[config.mk]
export PLATFORM = sky130hd
export DESIGN_NAME = cifs_top
export DESIGN_NICKNAME = d
export VERILOG_FILES = /design/src/inc/cifs_pkg.sv /design/src/verilog/cifs_top.sv
export SDC_FILE = /design/constraint.sdc
export NUM_CORES = 1
export LEC_CHECK = 0
export ABC_AREA = 1
export BUFFER_PORTS_ARGS = -buffer_cell sky130_fd_sc_hd__buf_4
export CAP_MARGIN = 40
export CORE_ASPECT_RATIO = 1.75
export CORE_MARGIN = 5
export CORE_UTILIZATION = 45
export CTS_CLUSTER_DIAMETER = 50
export CTS_CLUSTER_SIZE = 12
export DETAILED_ROUTE_END_ITERATION = 7
export PLACE_DENSITY = 0.72
export SYNTH_ARGS = -nofsm -noshare
export SYNTH_HDL_FRONTEND = slang
export SYNTH_SLANG_ARGS = --single-unit
[constraint.sdc]
create_clock -name clk_sys -period 2.08 [get_ports clk_sys]
set_input_delay 0 -clock clk_sys [delete_from_list [all_inputs] [get_ports clk_sys]]
set_output_delay 0 -clock clk_sys [all_outputs]
set_load 0.01 [all_outputs]
[src/inc/cifs_pkg.sv]
package cifs_pkg;

  // Register word offsets (byte addresses on a 32-bit Avalon-MM bus).
  localparam logic [4:0] ADDR_PAYLOAD_CMP  = 5'h00;
  localparam logic [4:0] ADDR_CAUSE        = 5'h04;
  localparam logic [4:0] ADDR_FIFO_CFG     = 5'h08;
  localparam logic [4:0] ADDR_FIFO_PTR     = 5'h0C;
  localparam logic [4:0] ADDR_FLAGS        = 5'h10;
  localparam logic [4:0] ADDR_ENABLES      = 5'h14;
  localparam logic [4:0] ADDR_PAYLOAD_SET  = 5'h18;

  // Field positions.
  localparam int MATCHED_FILTER_NUMBER_LSB   = 8;
  localparam int SIZE_LSB     = 13;
  localparam int WPTR_LSB     = 8;
  localparam int TX_BO_BIT    = 13;
  localparam int TX_BP_BIT    = 12;
  localparam int RX_BP_BIT    = 11;
  localparam int TX_WAR_BIT   = 10;
  localparam int RX_WAR_BIT   = 9;
  localparam int ANY_WAR_BIT  = 8;
  localparam int IVR_BIT      = 7;
  localparam int WAK_BIT      = 6;
  localparam int ERR_BIT      = 5;
  localparam int FIFO_BIT     = 3;
  localparam int RBOV_BIT     = 2;
  localparam int RB_BIT       = 1;
  localparam int TB_BIT       = 0;

  // Flag write mask, compare count limit and reserved size code.
  localparam logic [7:0] FLAG_MASK   = 8'hEF;
  localparam logic [4:0] CMP_MAX     = 5'h11;
  localparam logic [2:0] SIZE_RSVD   = 3'h7;

  // Cause codes.
  localparam logic [6:0] CODE_NONE     = 7'h40;
  localparam logic [6:0] CODE_ERROR    = 7'h41;
  localparam logic [6:0] CODE_WAKE     = 7'h42;
  localparam logic [6:0] CODE_OVERFLOW = 7'h43;
  localparam logic [6:0] CODE_FIFO     = 7'h44;

  // Reset values, plus read data for unused fields and unmapped addresses.
  localparam logic [4:0]  RST_CMP   = 5'h00;
  localparam logic [4:0]  RST_HIT   = 5'h00;
  localparam logic [2:0]  RST_SIZE  = 3'h0;
  localparam logic [4:0]  RST_START = 5'h00;
  localparam logic [5:0]  RST_PTR   = 6'h00;
  localparam logic [7:0]  RST_FLAGS = 8'h00;
  localparam logic [31:0] RD_ZERO   = 32'h0000_0000;
  localparam logic [31:0] RD_UNMAP  = 32'hDEAD_0000;

endpackage : cifs_pkg

[src/verilog/cifs_top.sv]
`timescale 1ns/10ps
// Operation
// - Five-bit compare count; zero disables compare.
// - Count 1 to 17 selects compare extent.
// - Report matched filter number 0 to 15.
// - Cause code for none, error, wake, overflow, fifo.
// - Buffer interrupt cause equals buffer index.
// - Three-bit size field selects buffer count.
// - Five-bit field selects first FIFO buffer.
// - Six-bit FIFO write pointer readable.
// - Six-bit FIFO read pointer readable.
// - Bus-off and error-passive status bits.
// - Warning bits plus combined warning bit.
// - Error flag raised from error-state bits.
// - Invalid message flag, clear only.
// - Wake-up flag, clear only.
// - FIFO almost full flag, clear only.
// - Receive overflow flag, clear only.
// - Receive and transmit buffer flags, clear only.
// - Enable register mirrors flag positions, resets zero.
// - Unimplemented bits read zero, ignore writes.
// - Flags kept and wake settable when disabled.
module cifs_top #(
  parameter int BUF_IDX_W = 6
) (
  input  wire logic                 clk_sys,
  input  wire logic                 rst_n,
  input  wire logic                 clk_en,
  input  wire logic [4:0]           avs_address,
  input  wire logic                 avs_read,
  input  wire logic                 avs_write,
  input  wire logic [31:0]          avs_writedata,
  input  wire logic [3:0]           avs_byteenable,
  output logic      [31:0]          avs_readdata,
  output logic                      avs_waitrequest,
  input  wire logic                 module_disabled,
  input  wire logic                 tx_bus_off,
  input  wire logic                 tx_error_passive,
  input  wire logic                 rx_error_passive,
  input  wire logic                 tx_warning,
  input  wire logic                 rx_warning,
  input  wire logic                 invalid_msg_event,
  input  wire logic                 wakeup_event,
  input  wire logic                 fifo_almost_full_event,
  input  wire logic                 rx_overflow_event,
  input  wire logic                 rx_buffer_event,
  input  wire logic                 tx_buffer_event,
  input  wire logic [3:0]           event_buffer_index,
  input  wire logic                 rx_match_valid,
  input  wire logic [3:0]           rx_match_filter,
  input  wire logic                 fifo_write_done,
  input  wire logic                 fifo_read_done,
  output logic      [2:0]           buffer_area_size,
  output logic      [5:0]           buffer_count,
  output logic      [4:0]           fifo_start_buffer,
  output logic      [4:0]           payload_compare_count,
  output logic      [BUF_IDX_W-1:0] fifo_write_pointer,
  output logic      [BUF_IDX_W-1:0] fifo_read_pointer,
  output logic      [6:0]           interrupt_cause_code,
  output logic                      interrupt_pending
);

  typedef enum logic [1:0] {
    CIFS_IDLE = 2'b00,
    CIFS_ACK  = 2'b01
  } cifs_bus_t;

  cifs_bus_t        bus_q;
  logic [4:0]       matched_filter_number_q;
  logic [2:0]       size_q;
  logic [4:0]       start_q;
  logic [4:0]       cmp_q;
  logic [BUF_IDX_W-1:0] wptr_q;
  logic [BUF_IDX_W-1:0] rptr_q;
  logic [7:0]       flags_q;
  logic [7:0]       flags_d;
  logic [7:0]       enables_q;
  logic [3:0]       last_buf_q;
  logic             last_buf_rx_q;
  logic [5:0]       err_state;
  logic [31:0]      rdata_d;
  logic [31:0]      avs_readdata_q;
  logic [6:0]       code_d;
  logic [6:0]       code_q;
  logic [7:0]       pend;
  logic             wr_acc;
  logic [7:0]       clr_mask;

  // Maps the size code to the number of buffers in the shared area.
  function automatic logic [5:0] size_to_count(input logic [2:0] code);
    case (code)
      3'h0:    size_to_count = 6'h04;
      3'h1:    size_to_count = 6'h06;
      3'h2:    size_to_count = 6'h08;
      3'h3:    size_to_count = 6'h0C;
      3'h4:    size_to_count = 6'h10;
      3'h5:    size_to_count = 6'h18;
      3'h6:    size_to_count = 6'h20;
      default: size_to_count = 6'h20;
    endcase
  endfunction : size_to_count

  // Advances a FIFO pointer, wrapping from the area end to its start.
  function automatic logic [BUF_IDX_W-1:0] ptr_next(input logic [BUF_IDX_W-1:0] p,
                                                    input logic [4:0] start,
                                                    input logic [5:0] count);
    logic [BUF_IDX_W-1:0] nx;
    nx = p + BUF_IDX_W'(1);
    if (nx >= BUF_IDX_W'(count) || nx < BUF_IDX_W'(start)) begin
      ptr_next = BUF_IDX_W'(start);
    end else begin
      ptr_next = nx;
    end
  endfunction : ptr_next

  assign err_state = {tx_bus_off, tx_error_passive, rx_error_passive,
                      tx_warning, rx_warning, tx_warning | rx_warning};

  // Single wait state: the request is accepted on the second edge after it rises.
  assign avs_waitrequest = (avs_read | avs_write) & (bus_q == CIFS_IDLE);
  assign wr_acc          = avs_write & (bus_q == CIFS_ACK);
  assign avs_readdata    = avs_readdata_q;

  always_ff @(posedge clk_sys or negedge rst_n) begin
    if (!rst_n) begin
      bus_q <= CIFS_IDLE;
    end else if (clk_en) begin
      if (bus_q == CIFS_ACK) begin
        bus_q <= CIFS_IDLE;
      end else if (avs_read | avs_write) begin
        bus_q <= CIFS_ACK;
      end
    end
  end

  // Configuration registers; writes to reserved bits are dropped.
  always_ff @(posedge clk_sys or negedge rst_n) begin
    if (!rst_n) begin
      size_q    <= cifs_pkg::RST_SIZE;
      start_q   <= cifs_pkg::RST_START;
      enables_q <= cifs_pkg::RST_FLAGS;
      cmp_q     <= cifs_pkg::RST_CMP;
    end else if (clk_en && wr_acc) begin
      case (avs_address)
        cifs_pkg::ADDR_FIFO_CFG: begin
          if (avs_byteenable[1] &&
              avs_writedata[cifs_pkg::SIZE_LSB +: 3] != cifs_pkg::SIZE_RSVD) begin
            size_q <= avs_writedata[cifs_pkg::SIZE_LSB +: 3];
          end
          if (avs_byteenable[0]) begin
            start_q <= avs_writedata[4:0];
          end
        end
        cifs_pkg::ADDR_ENABLES: begin
          if (avs_byteenable[0]) begin
            enables_q <= avs_writedata[7:0] & cifs_pkg::FLAG_MASK;
          end
        end
        cifs_pkg::ADDR_PAYLOAD_SET: begin
          if (avs_byteenable[0] && avs_writedata[4:0] <= cifs_pkg::CMP_MAX) begin
            cmp_q <= avs_writedata[4:0];
          end
        end
        default: begin
        end
      endcase
    end
  end

  // Matched filter number from the receive path.
  always_ff @(posedge clk_sys or negedge rst_n) begin
    if (!rst_n) begin
      matched_filter_number_q <= cifs_pkg::RST_HIT;
    end else if (clk_en && rx_match_valid) begin
      matched_filter_number_q <= {1'b0, rx_match_filter};
    end
  end

  // FIFO pointers walk inside the area from the start buffer to the last buffer.
  always_ff @(posedge clk_sys or negedge rst_n) begin
    if (!rst_n) begin
      wptr_q <= BUF_IDX_W'(cifs_pkg::RST_PTR);
      rptr_q <= BUF_IDX_W'(cifs_pkg::RST_PTR);
    end else if (clk_en) begin
      if (wr_acc && avs_address == cifs_pkg::ADDR_FIFO_CFG && avs_byteenable[0]) begin
        wptr_q <= BUF_IDX_W'(avs_writedata[4:0]);
        rptr_q <= BUF_IDX_W'(avs_writedata[4:0]);
      end else begin
        if (fifo_write_done) begin
          wptr_q <= ptr_next(wptr_q, start_q, size_to_count(size_q));
        end
        if (fifo_read_done) begin
          rptr_q <= ptr_next(rptr_q, start_q, size_to_count(size_q));
        end
      end
    end
  end

  // Clear-only flags: a write of 0 clears, hardware set wins over the clear.
  always_comb begin
    clr_mask = 8'h00;
    if (wr_acc && avs_address == cifs_pkg::ADDR_FLAGS && avs_byteenable[0]) begin
      clr_mask = ~avs_writedata[7:0] & cifs_pkg::FLAG_MASK;
    end
    flags_d = flags_q & ~clr_mask;
    flags_d[cifs_pkg::IVR_BIT]  = flags_d[cifs_pkg::IVR_BIT] | invalid_msg_event;
    flags_d[cifs_pkg::WAK_BIT]  = flags_d[cifs_pkg::WAK_BIT] | wakeup_event;
    flags_d[cifs_pkg::ERR_BIT]  = flags_d[cifs_pkg::ERR_BIT] | (|err_state);
    flags_d[cifs_pkg::FIFO_BIT] = flags_d[cifs_pkg::FIFO_BIT] | fifo_almost_full_event;
    flags_d[cifs_pkg::RBOV_BIT] = flags_d[cifs_pkg::RBOV_BIT] | rx_overflow_event;
    flags_d[cifs_pkg::RB_BIT]   = flags_d[cifs_pkg::RB_BIT] | rx_buffer_event;
    flags_d[cifs_pkg::TB_BIT]   = flags_d[cifs_pkg::TB_BIT] | tx_buffer_event;
    if (module_disabled) begin
      flags_d = flags_q | ({8'h00} | (8'h01 << cifs_pkg::WAK_BIT) & {8{wakeup_event}});
      flags_d = flags_d & ~clr_mask;
      flags_d[cifs_pkg::WAK_BIT] = flags_d[cifs_pkg::WAK_BIT] | wakeup_event;
    end
  end

  always_ff @(posedge clk_sys or negedge rst_n) begin
    if (!rst_n) begin
      flags_q <= cifs_pkg::RST_FLAGS;
    end else if (clk_en) begin
      flags_q <= flags_d;
    end
  end

  // Remembers which buffer raised the latest buffer event.
  always_ff @(posedge clk_sys or negedge rst_n) begin
    if (!rst_n) begin
      last_buf_q    <= 4'h0;
      last_buf_rx_q <= 1'b0;
    end else if (clk_en && (rx_buffer_event || tx_buffer_event)) begin
      last_buf_q    <= event_buffer_index;
      last_buf_rx_q <= rx_buffer_event;
    end
  end

  // Cause code, highest priority first among enabled pending flags.
  assign pend = flags_q & enables_q;

  always_comb begin
    if (pend[cifs_pkg::ERR_BIT]) begin
      code_d = cifs_pkg::CODE_ERROR;
    end else if (pend[cifs_pkg::WAK_BIT]) begin
      code_d = cifs_pkg::CODE_WAKE;
    end else if (pend[cifs_pkg::RBOV_BIT]) begin
      code_d = cifs_pkg::CODE_OVERFLOW;
    end else if (pend[cifs_pkg::FIFO_BIT]) begin
      code_d = cifs_pkg::CODE_FIFO;
    end else if (pend[cifs_pkg::RB_BIT] || pend[cifs_pkg::TB_BIT]) begin
      code_d = {3'b000, last_buf_q};
    end else begin
      code_d = cifs_pkg::CODE_NONE;
    end
  end

  always_ff @(posedge clk_sys or negedge rst_n) begin
    if (!rst_n) begin
      code_q <= cifs_pkg::CODE_NONE;
    end else if (clk_en) begin
      code_q <= code_d;
    end
  end

  // Read mux; unimplemented fields read as zero.
  always_comb begin
    rdata_d = cifs_pkg::RD_ZERO;
    case (avs_address)
      cifs_pkg::ADDR_PAYLOAD_CMP: rdata_d[4:0] = cmp_q;
      cifs_pkg::ADDR_CAUSE: begin
        rdata_d[cifs_pkg::MATCHED_FILTER_NUMBER_LSB +: 5] = matched_filter_number_q;
        rdata_d[6:0] = code_q;
      end
      cifs_pkg::ADDR_FIFO_CFG: begin
        rdata_d[cifs_pkg::SIZE_LSB +: 3] = size_q;
        rdata_d[4:0] = start_q;
      end
      cifs_pkg::ADDR_FIFO_PTR: begin
        rdata_d[cifs_pkg::WPTR_LSB +: 6] = 6'(wptr_q);
        rdata_d[5:0] = 6'(rptr_q);
      end
      cifs_pkg::ADDR_FLAGS: begin
        rdata_d[cifs_pkg::ANY_WAR_BIT +: 6] = err_state;
        rdata_d[7:0] = flags_q;
      end
      cifs_pkg::ADDR_ENABLES: rdata_d[7:0] = enables_q;
      cifs_pkg::ADDR_PAYLOAD_SET: rdata_d[4:0] = cmp_q;
      default: rdata_d = cifs_pkg::RD_UNMAP;
    endcase
  end

  always_ff @(posedge clk_sys or negedge rst_n) begin
    if (!rst_n) begin
      avs_readdata_q <= cifs_pkg::RD_ZERO;
    end else if (clk_en && avs_read && bus_q == CIFS_IDLE) begin
      avs_readdata_q <= rdata_d;
    end
  end

  // Registered outputs to the rest of the controller.
  always_ff @(posedge clk_sys or negedge rst_n) begin
    if (!rst_n) begin
      buffer_area_size      <= cifs_pkg::RST_SIZE;
      buffer_count          <= 6'h04;
      fifo_start_buffer     <= cifs_pkg::RST_START;
      payload_compare_count <= cifs_pkg::RST_CMP;
      fifo_write_pointer    <= BUF_IDX_W'(cifs_pkg::RST_PTR);
      fifo_read_pointer     <= BUF_IDX_W'(cifs_pkg::RST_PTR);
      interrupt_cause_code  <= cifs_pkg::CODE_NONE;
      interrupt_pending     <= 1'b0;
    end else if (clk_en) begin
      buffer_area_size      <= size_q;
      buffer_count          <= size_to_count(size_q);
      fifo_start_buffer     <= start_q;
      payload_compare_count <= cmp_q;
      fifo_write_pointer    <= wptr_q;
      fifo_read_pointer     <= rptr_q;
      interrupt_cause_code  <= code_q;
      interrupt_pending     <= |pend;
    end
  end

endmodule : cifs_top

### After elaboration in Yosys (flattened, before gate mapping)

Index checks and enable logic that the tools add are counted.
Widths: inputs -> output; s select.

* register bits after elaboration: 128
* bits in latches: 0
* memory bits (writable): 0
* memory bits (read-only): 0
* input bits: 69
* output and inout port bits: 72
* memories: 0

* add/subtract/negate cells: 2
* multiply operators: 0
* divide/modulo/power cells: 0
* $lt $le $gt $ge: 5
* eq/ne operators: 13
* shift-type cells: 0
* mux-type cells: 30
* bitwise gates (word level): 18
* reduce and logical (&&, ||, !) cells: 32

Operators with widths (number)
* $mux 6: 12
* $pmux 6 s6: 1
* $mux 7: 5
* $pmux 5 s6: 1
* $and 8x8->8: 3
* $mux 16: 1
* $mux 8: 2
* $not 8->8: 2
* $eq 5x5->1 const B: 3
* $pmux 5 s3: 1
* $add 6x1->6 const B: 2
* $ge 6x6->1: 2
* $lt 6x5->1: 2
* $reduce_and 3->1: 4
* $logic_and 1x1->1: 11
* $eq 5x4->1 const B: 2
* $or 1x1->1: 10
* $or 8x7->8: 1
* $reduce_or 8->1: 1
* $reduce_or 7->1: 1
* $eq 3x2->1 const B: 2
* $eq 3x3->1 const B: 2
* $mux 2: 3
* $pmux 1 s3: 2
* other kinds (16): 24

### Longest topological paths before layout

* word-level depth: 11
* gate-level depth with buffers: 14
* depth with buffers taken out: 14

### Worst setup path before layout

OpenSTA, ideal clock, no wires.

* path kind: register -> register
* from: reg rptr_q[0]
* to: reg rptr_q[1]
* setup time: 0.073 ns
* arrival: 2.080 ns
* required time: 2.007 ns
* slack: -0.073 ns
* cell stages (with the launch flop): 13
* path buffers: 0
* period minus slack after synthesis: 2.153 ns
* path through: dfrtp_1 ha_1 nand3_1 xor2_1 inv_1 ha_1 nand2_1 o21bai_1 nor3b_4 nand2_4 nand2_1 nand3_2 a21oi_2

* cells in the longest elaborated chain, start to end: 6
* elaborated cells between the ends (all ways): 7
* those cells by class: 1 x add/sub; 2 x order compare; 3 x mux; 1 x reduce/logical

RTL lines
* start: declaration: RTL line cifs_top.sv:74 `logic [BUF_IDX_W-1:0] rptr_q;`
* start signal: assignment: RTL line cifs_top.sv:183 `rptr_q <= BUF_IDX_W'(cifs_pkg::RST_PTR);`
* start signal: assignment: RTL line cifs_top.sv:187 `rptr_q <= BUF_IDX_W'(avs_writedata[4:0]);`
* start signal: assignment: RTL line cifs_top.sv:193 `rptr_q <= ptr_next(rptr_q, start_q, size_to_count(size_q));`
* $add 6x1->6 *: RTL line cifs_top.sv:108 `nx = p + BUF_IDX_W'(1);`
* $ge 6x6->1 or $lt 6x5->1 (tied branches): RTL line cifs_top.sv:109 `if (nx >= BUF_IDX_W'(count) || nx < BUF_IDX_W'(start)) begin`
* $logic_or 1x1->1: RTL line cifs_top.sv:109
* $mux 6 *: RTL line cifs_top.sv:109
* $mux 6 *: RTL line cifs_top.sv:192 `if (fifo_read_done) begin`
* $mux 6 *: RTL line cifs_top.sv:185 `if (wr_acc && avs_address == cifs_pkg::ADDR_FIFO_CFG && avs_byteenable[0]) begin`

Every way passes the cells marked *; elsewhere a longest branch is shown, timed or not. The select of a mux whose other input is x is not followed.
A chain may end at the register's enable or synchronous reset.

### Worst setup path after layout

* from: reg wptr_q[0]
* to: reg wptr_q[1]

* cells in the longest elaborated chain, start to end: 6
* elaborated cells between the ends (all ways): 7
* those cells by class: 1 x add/sub; 2 x order compare; 3 x mux; 1 x reduce/logical

RTL lines
* start: declaration: RTL line cifs_top.sv:73 `logic [BUF_IDX_W-1:0] wptr_q;`
* start signal: assignment: RTL line cifs_top.sv:182 `wptr_q <= BUF_IDX_W'(cifs_pkg::RST_PTR);`
* start signal: assignment: RTL line cifs_top.sv:186 `wptr_q <= BUF_IDX_W'(avs_writedata[4:0]);`
* start signal: assignment: RTL line cifs_top.sv:190 `wptr_q <= ptr_next(wptr_q, start_q, size_to_count(size_q));`
* $add 6x1->6 *: RTL line cifs_top.sv:108
* $ge 6x6->1 or $lt 6x5->1 (tied branches): RTL line cifs_top.sv:109
* $logic_or 1x1->1: RTL line cifs_top.sv:109
* $mux 6 *: RTL line cifs_top.sv:109
* $mux 6 *: RTL line cifs_top.sv:189 `if (fifo_write_done) begin`
* $mux 6 *: RTL line cifs_top.sv:185

Marked as above.

==> qor.yml <==
run_status: "finished, violations left"
violations: "setup timing"
rows: 53
wire_per_inst_um: 17.6
core_mm2: 0.0121
syn2layout_area_growth_pct: 41.6
synth-seq-cells: 106
die_x_um: 93.8
crit_chain: "ha_2, buf_4, xor2_2, ha_1, nand4_1, a21oi_2, nor3b_4, buf_12, nand2_8, nand2_2, nand3_2, a21oi_2"
drt_iter0_markers: 319
die-area_mm2: 0.0147
timing.final.crit_period_ns: 2.18
cts_buffers: 9
antenna_found_initial: 0
fill_cells: 979
power.density_mw_per_mm2: 1160
required_ns: 2.37
htreeDepth: 3
pwr-share-clk: 0.199
yosys_warnings: 0
grt_pass1_wl_um: 27200
cts.clk_slew.worst_paths_ns: 0.07
setup_viol: 11
tightest_slew_ns: 0.692
ys_seq_area_frac: 0.481
cpMostUsedCell: "a21oi_2"
switching_share: 0.378
grt_max_degree: 60
synthesis.area_mm2: 0.00553
final_nets: 925
cap_violations: 0
critical_path_class: "reg2reg"
setup_tns_ns: -0.861
critPathCaptureType: "register"
syn_avg_cell_area_um2: 8.50
worst_slack_ns: -0.103
fin_crit_sh: 1.05
switchingPower_uw: 3420
async_flop_share: 1.00
ys_types: 42
synth-edff-count: 0
syn_inst: 650
wirelength_um: 17700
portBuffers: 109
grt_pass1_vias: 5526
rsz0062_at_grt: "yes"
layout-drive-gt1-share: 0.341
cts_num_sinks: 106
p_int_uw: 5640
hpwl_um: 13000
cp_slowest_cell: "dfrtp_1"
ys_dominant_reg_cell: "dfrtp_1"
sequentialPowerShare: 0.281
ant_nets: 0
cp_slowest_stage_delay_ns: 0.43
slew_headroom: 0.537
hold-path-cell-count: 4
place_congestion: 0.937
drc_errors: 0
final_util: 0.648
clk_latency_ns: 0.36
pwr-share-comb: 0.521
initial_core_util: 0.458
antenna_cells: 0
grt_usage: 0.240
finClkSkew_ns: 0.00860
cp_top_family: "simple AND/OR/NAND/NOR gates"
via_count: 5339
maxSlewViolCount: 0
ff2ff_path_depth: 12
finalHoldViolCount: 0
critPathLaunchType: "register"
pin_count: 141
cts_tree: "yes"
clock-root-buffer: "clkbuf_16"
cts_buffer_depth: 2
min_path_type: "in2reg"
globalRouteOverflowTotal: 0
cp_num_cells: 12
vdd_drop_max_v: 0.000515
die_h_um: 157
cp_max_fo: 7
fmax_mhz: 458
first_pass_iters: 5
path_buf_inv: 2
viasPerCell: 5.31
p_leak_uw: 0.00388
critPathArrivalTime_ns: 2.47
## sequential cells by signal, indices dropped and copies added, names as in the netlist
name and cells:
fifo_read_pointer 6, matched_filter_number_q 4, size_q 3, fifo_start_buffer 5, code_q 5, buffer_count 5, avs_readdata 17, rptr_q 6
enables_q 7, bus_q 1, last_buf_q 4, wptr_q 6, payload_compare_count 5, fifo_write_pointer 6, interrupt_pending 1, start_q 5
buffer_area_size 3, interrupt_cause_code 5, cmp_q 5, flags_q 7
## final timing paths
| kind | from | endpoint | slack (ns) |
|---|---|---|---|
| max in group asynchronous | rst_n | buffer_count[2] | 1.19 |
| setup reg to reg | wptr_q[0] | wptr_q[1] | -0.10 |
| hold / removal | fifo_read_done | rptr_q[5] | 0.02 |
| hold reg to reg | interrupt_cause_code[6] | interrupt_cause_code[6] | 0.47 |
| min in group asynchronous | rst_n | payload_compare_count[0] | 0.17 |
| setup / recovery | wptr_q[0] | wptr_q[1] | -0.10 |
## cells in the final DEF (no fill, tap or decap), drive strengths merged, types with 4 or more instances in the layout
master       netlist  final
inv               62     65
mux2               7      7
nand4              9      9
dlygate4sd3        0     37
ha                20     20
buf               22    164
xor2               6      6
o22ai              7      7
o21ai             71     71
clkbuf            11     11
a22o               4      4
a21oi             33     33
nand3             34     34
conb               1      8
nor2              57     57
nand2            180    180
dfrtp            103    103
## timing repair
action / in CTS / in global routing
setup endpoints to repair: 12 / 14
buffers inserted: 8 / 5
hold buffers: 37 / 0
endpoints found under the hold margin: 75 / 0
pin swaps: 12 / 16
resized for setup: 33 / 34
## per-layer routing
metal  vias up  wire, um  GRT usage
met5         -         0          0
met4         0      1030      0.138
met3        73       886     0.0346
met2       226      9650      0.454
met1      2567      6150      0.245
li1       2473         -          -
## power groups by stage
stage               Combinational (uW)  Clock (uW)  Sequential (uW)
floorplan                         1920           0             2590
global placement                  3190           0             2550
detailed placement                3320           0             2560
CTS                               4120        1810             2530
global route                      5060        1890             2580
finish                            4720        1800             2550
## cell families after synthesis
logic type,synth area share
muxes,0.0143
other,0.000678
and+or+nand+nor,0.233
adders and majority gates,0.0453
AOI/OAI and AO/OA,0.135
buffers and inverters,0.0810
xor gates and xnor gates,0.00951
DFF,0.481
## per-stage QoR
step | instances | setup slack, ns | area (um^2) | power [uW] | hold WS, ns
after floorplan | 657 | -0.0160 | 5560 | 4510 | -0.296
after global placement | 941 | -0.0769 | 6720 | 5740 | 0.00384
after detailed placement | 941 | -0.223 | 6720 | 5890 | 0.0133
after CTS | 1002 | -0.0713 | 7630 | 8460 | 0.0125
after global routing | 1006 | -0.213 | 7830 | 9530 | 0.0273
final | 1006 | -0.103 | 7830 | 9070 | 0.0159
## cell usage after synthesis, types with 8 or more instances
cell      number  area [um^2]
a21oi_1       26          130
buf_4         18          135
clkbuf_1      11         41.3
dfrtp_1      103         2580
ha_1          20          250
inv_1         54          203
inv_2          8         30.0
nand2_1      174          653
nand3_1       25          125
nand3_2        9         90.1
nand4_1        9         56.3
nor2_1        50          188
o21ai_0       44          220
o21ai_1       27          135
## worst register-to-register path, cell delays in order (launching register included)
cell and delay, ns:
dfrtp_1 0.43, ha_2 0.20, buf_4 0.14, xor2_2 0.14
ha_1 0.29, nand4_1 0.13, a21oi_2 0.06, nor3b_4 0.23
buf_12 0.16, nand2_8 0.06, nand2_2 0.06, nand3_2 0.09
a21oi_2 0.13
## cell type report
class | count | area, um^2 | share of cell area
multi-input combinational | 454 | 2760 | 0.353
sequential | 106 | 2660 | 0.340
timing repair buffer | 201 | 1640 | 0.209
inverter | 64 | 248 | 0.0317
clock buffer | 11 | 243 | 0.0310
tap | 165 | 206 | 0.0264
clock inverter | 5 | 67.6 | 0.00863
Power figures use the tool's default switching activity.
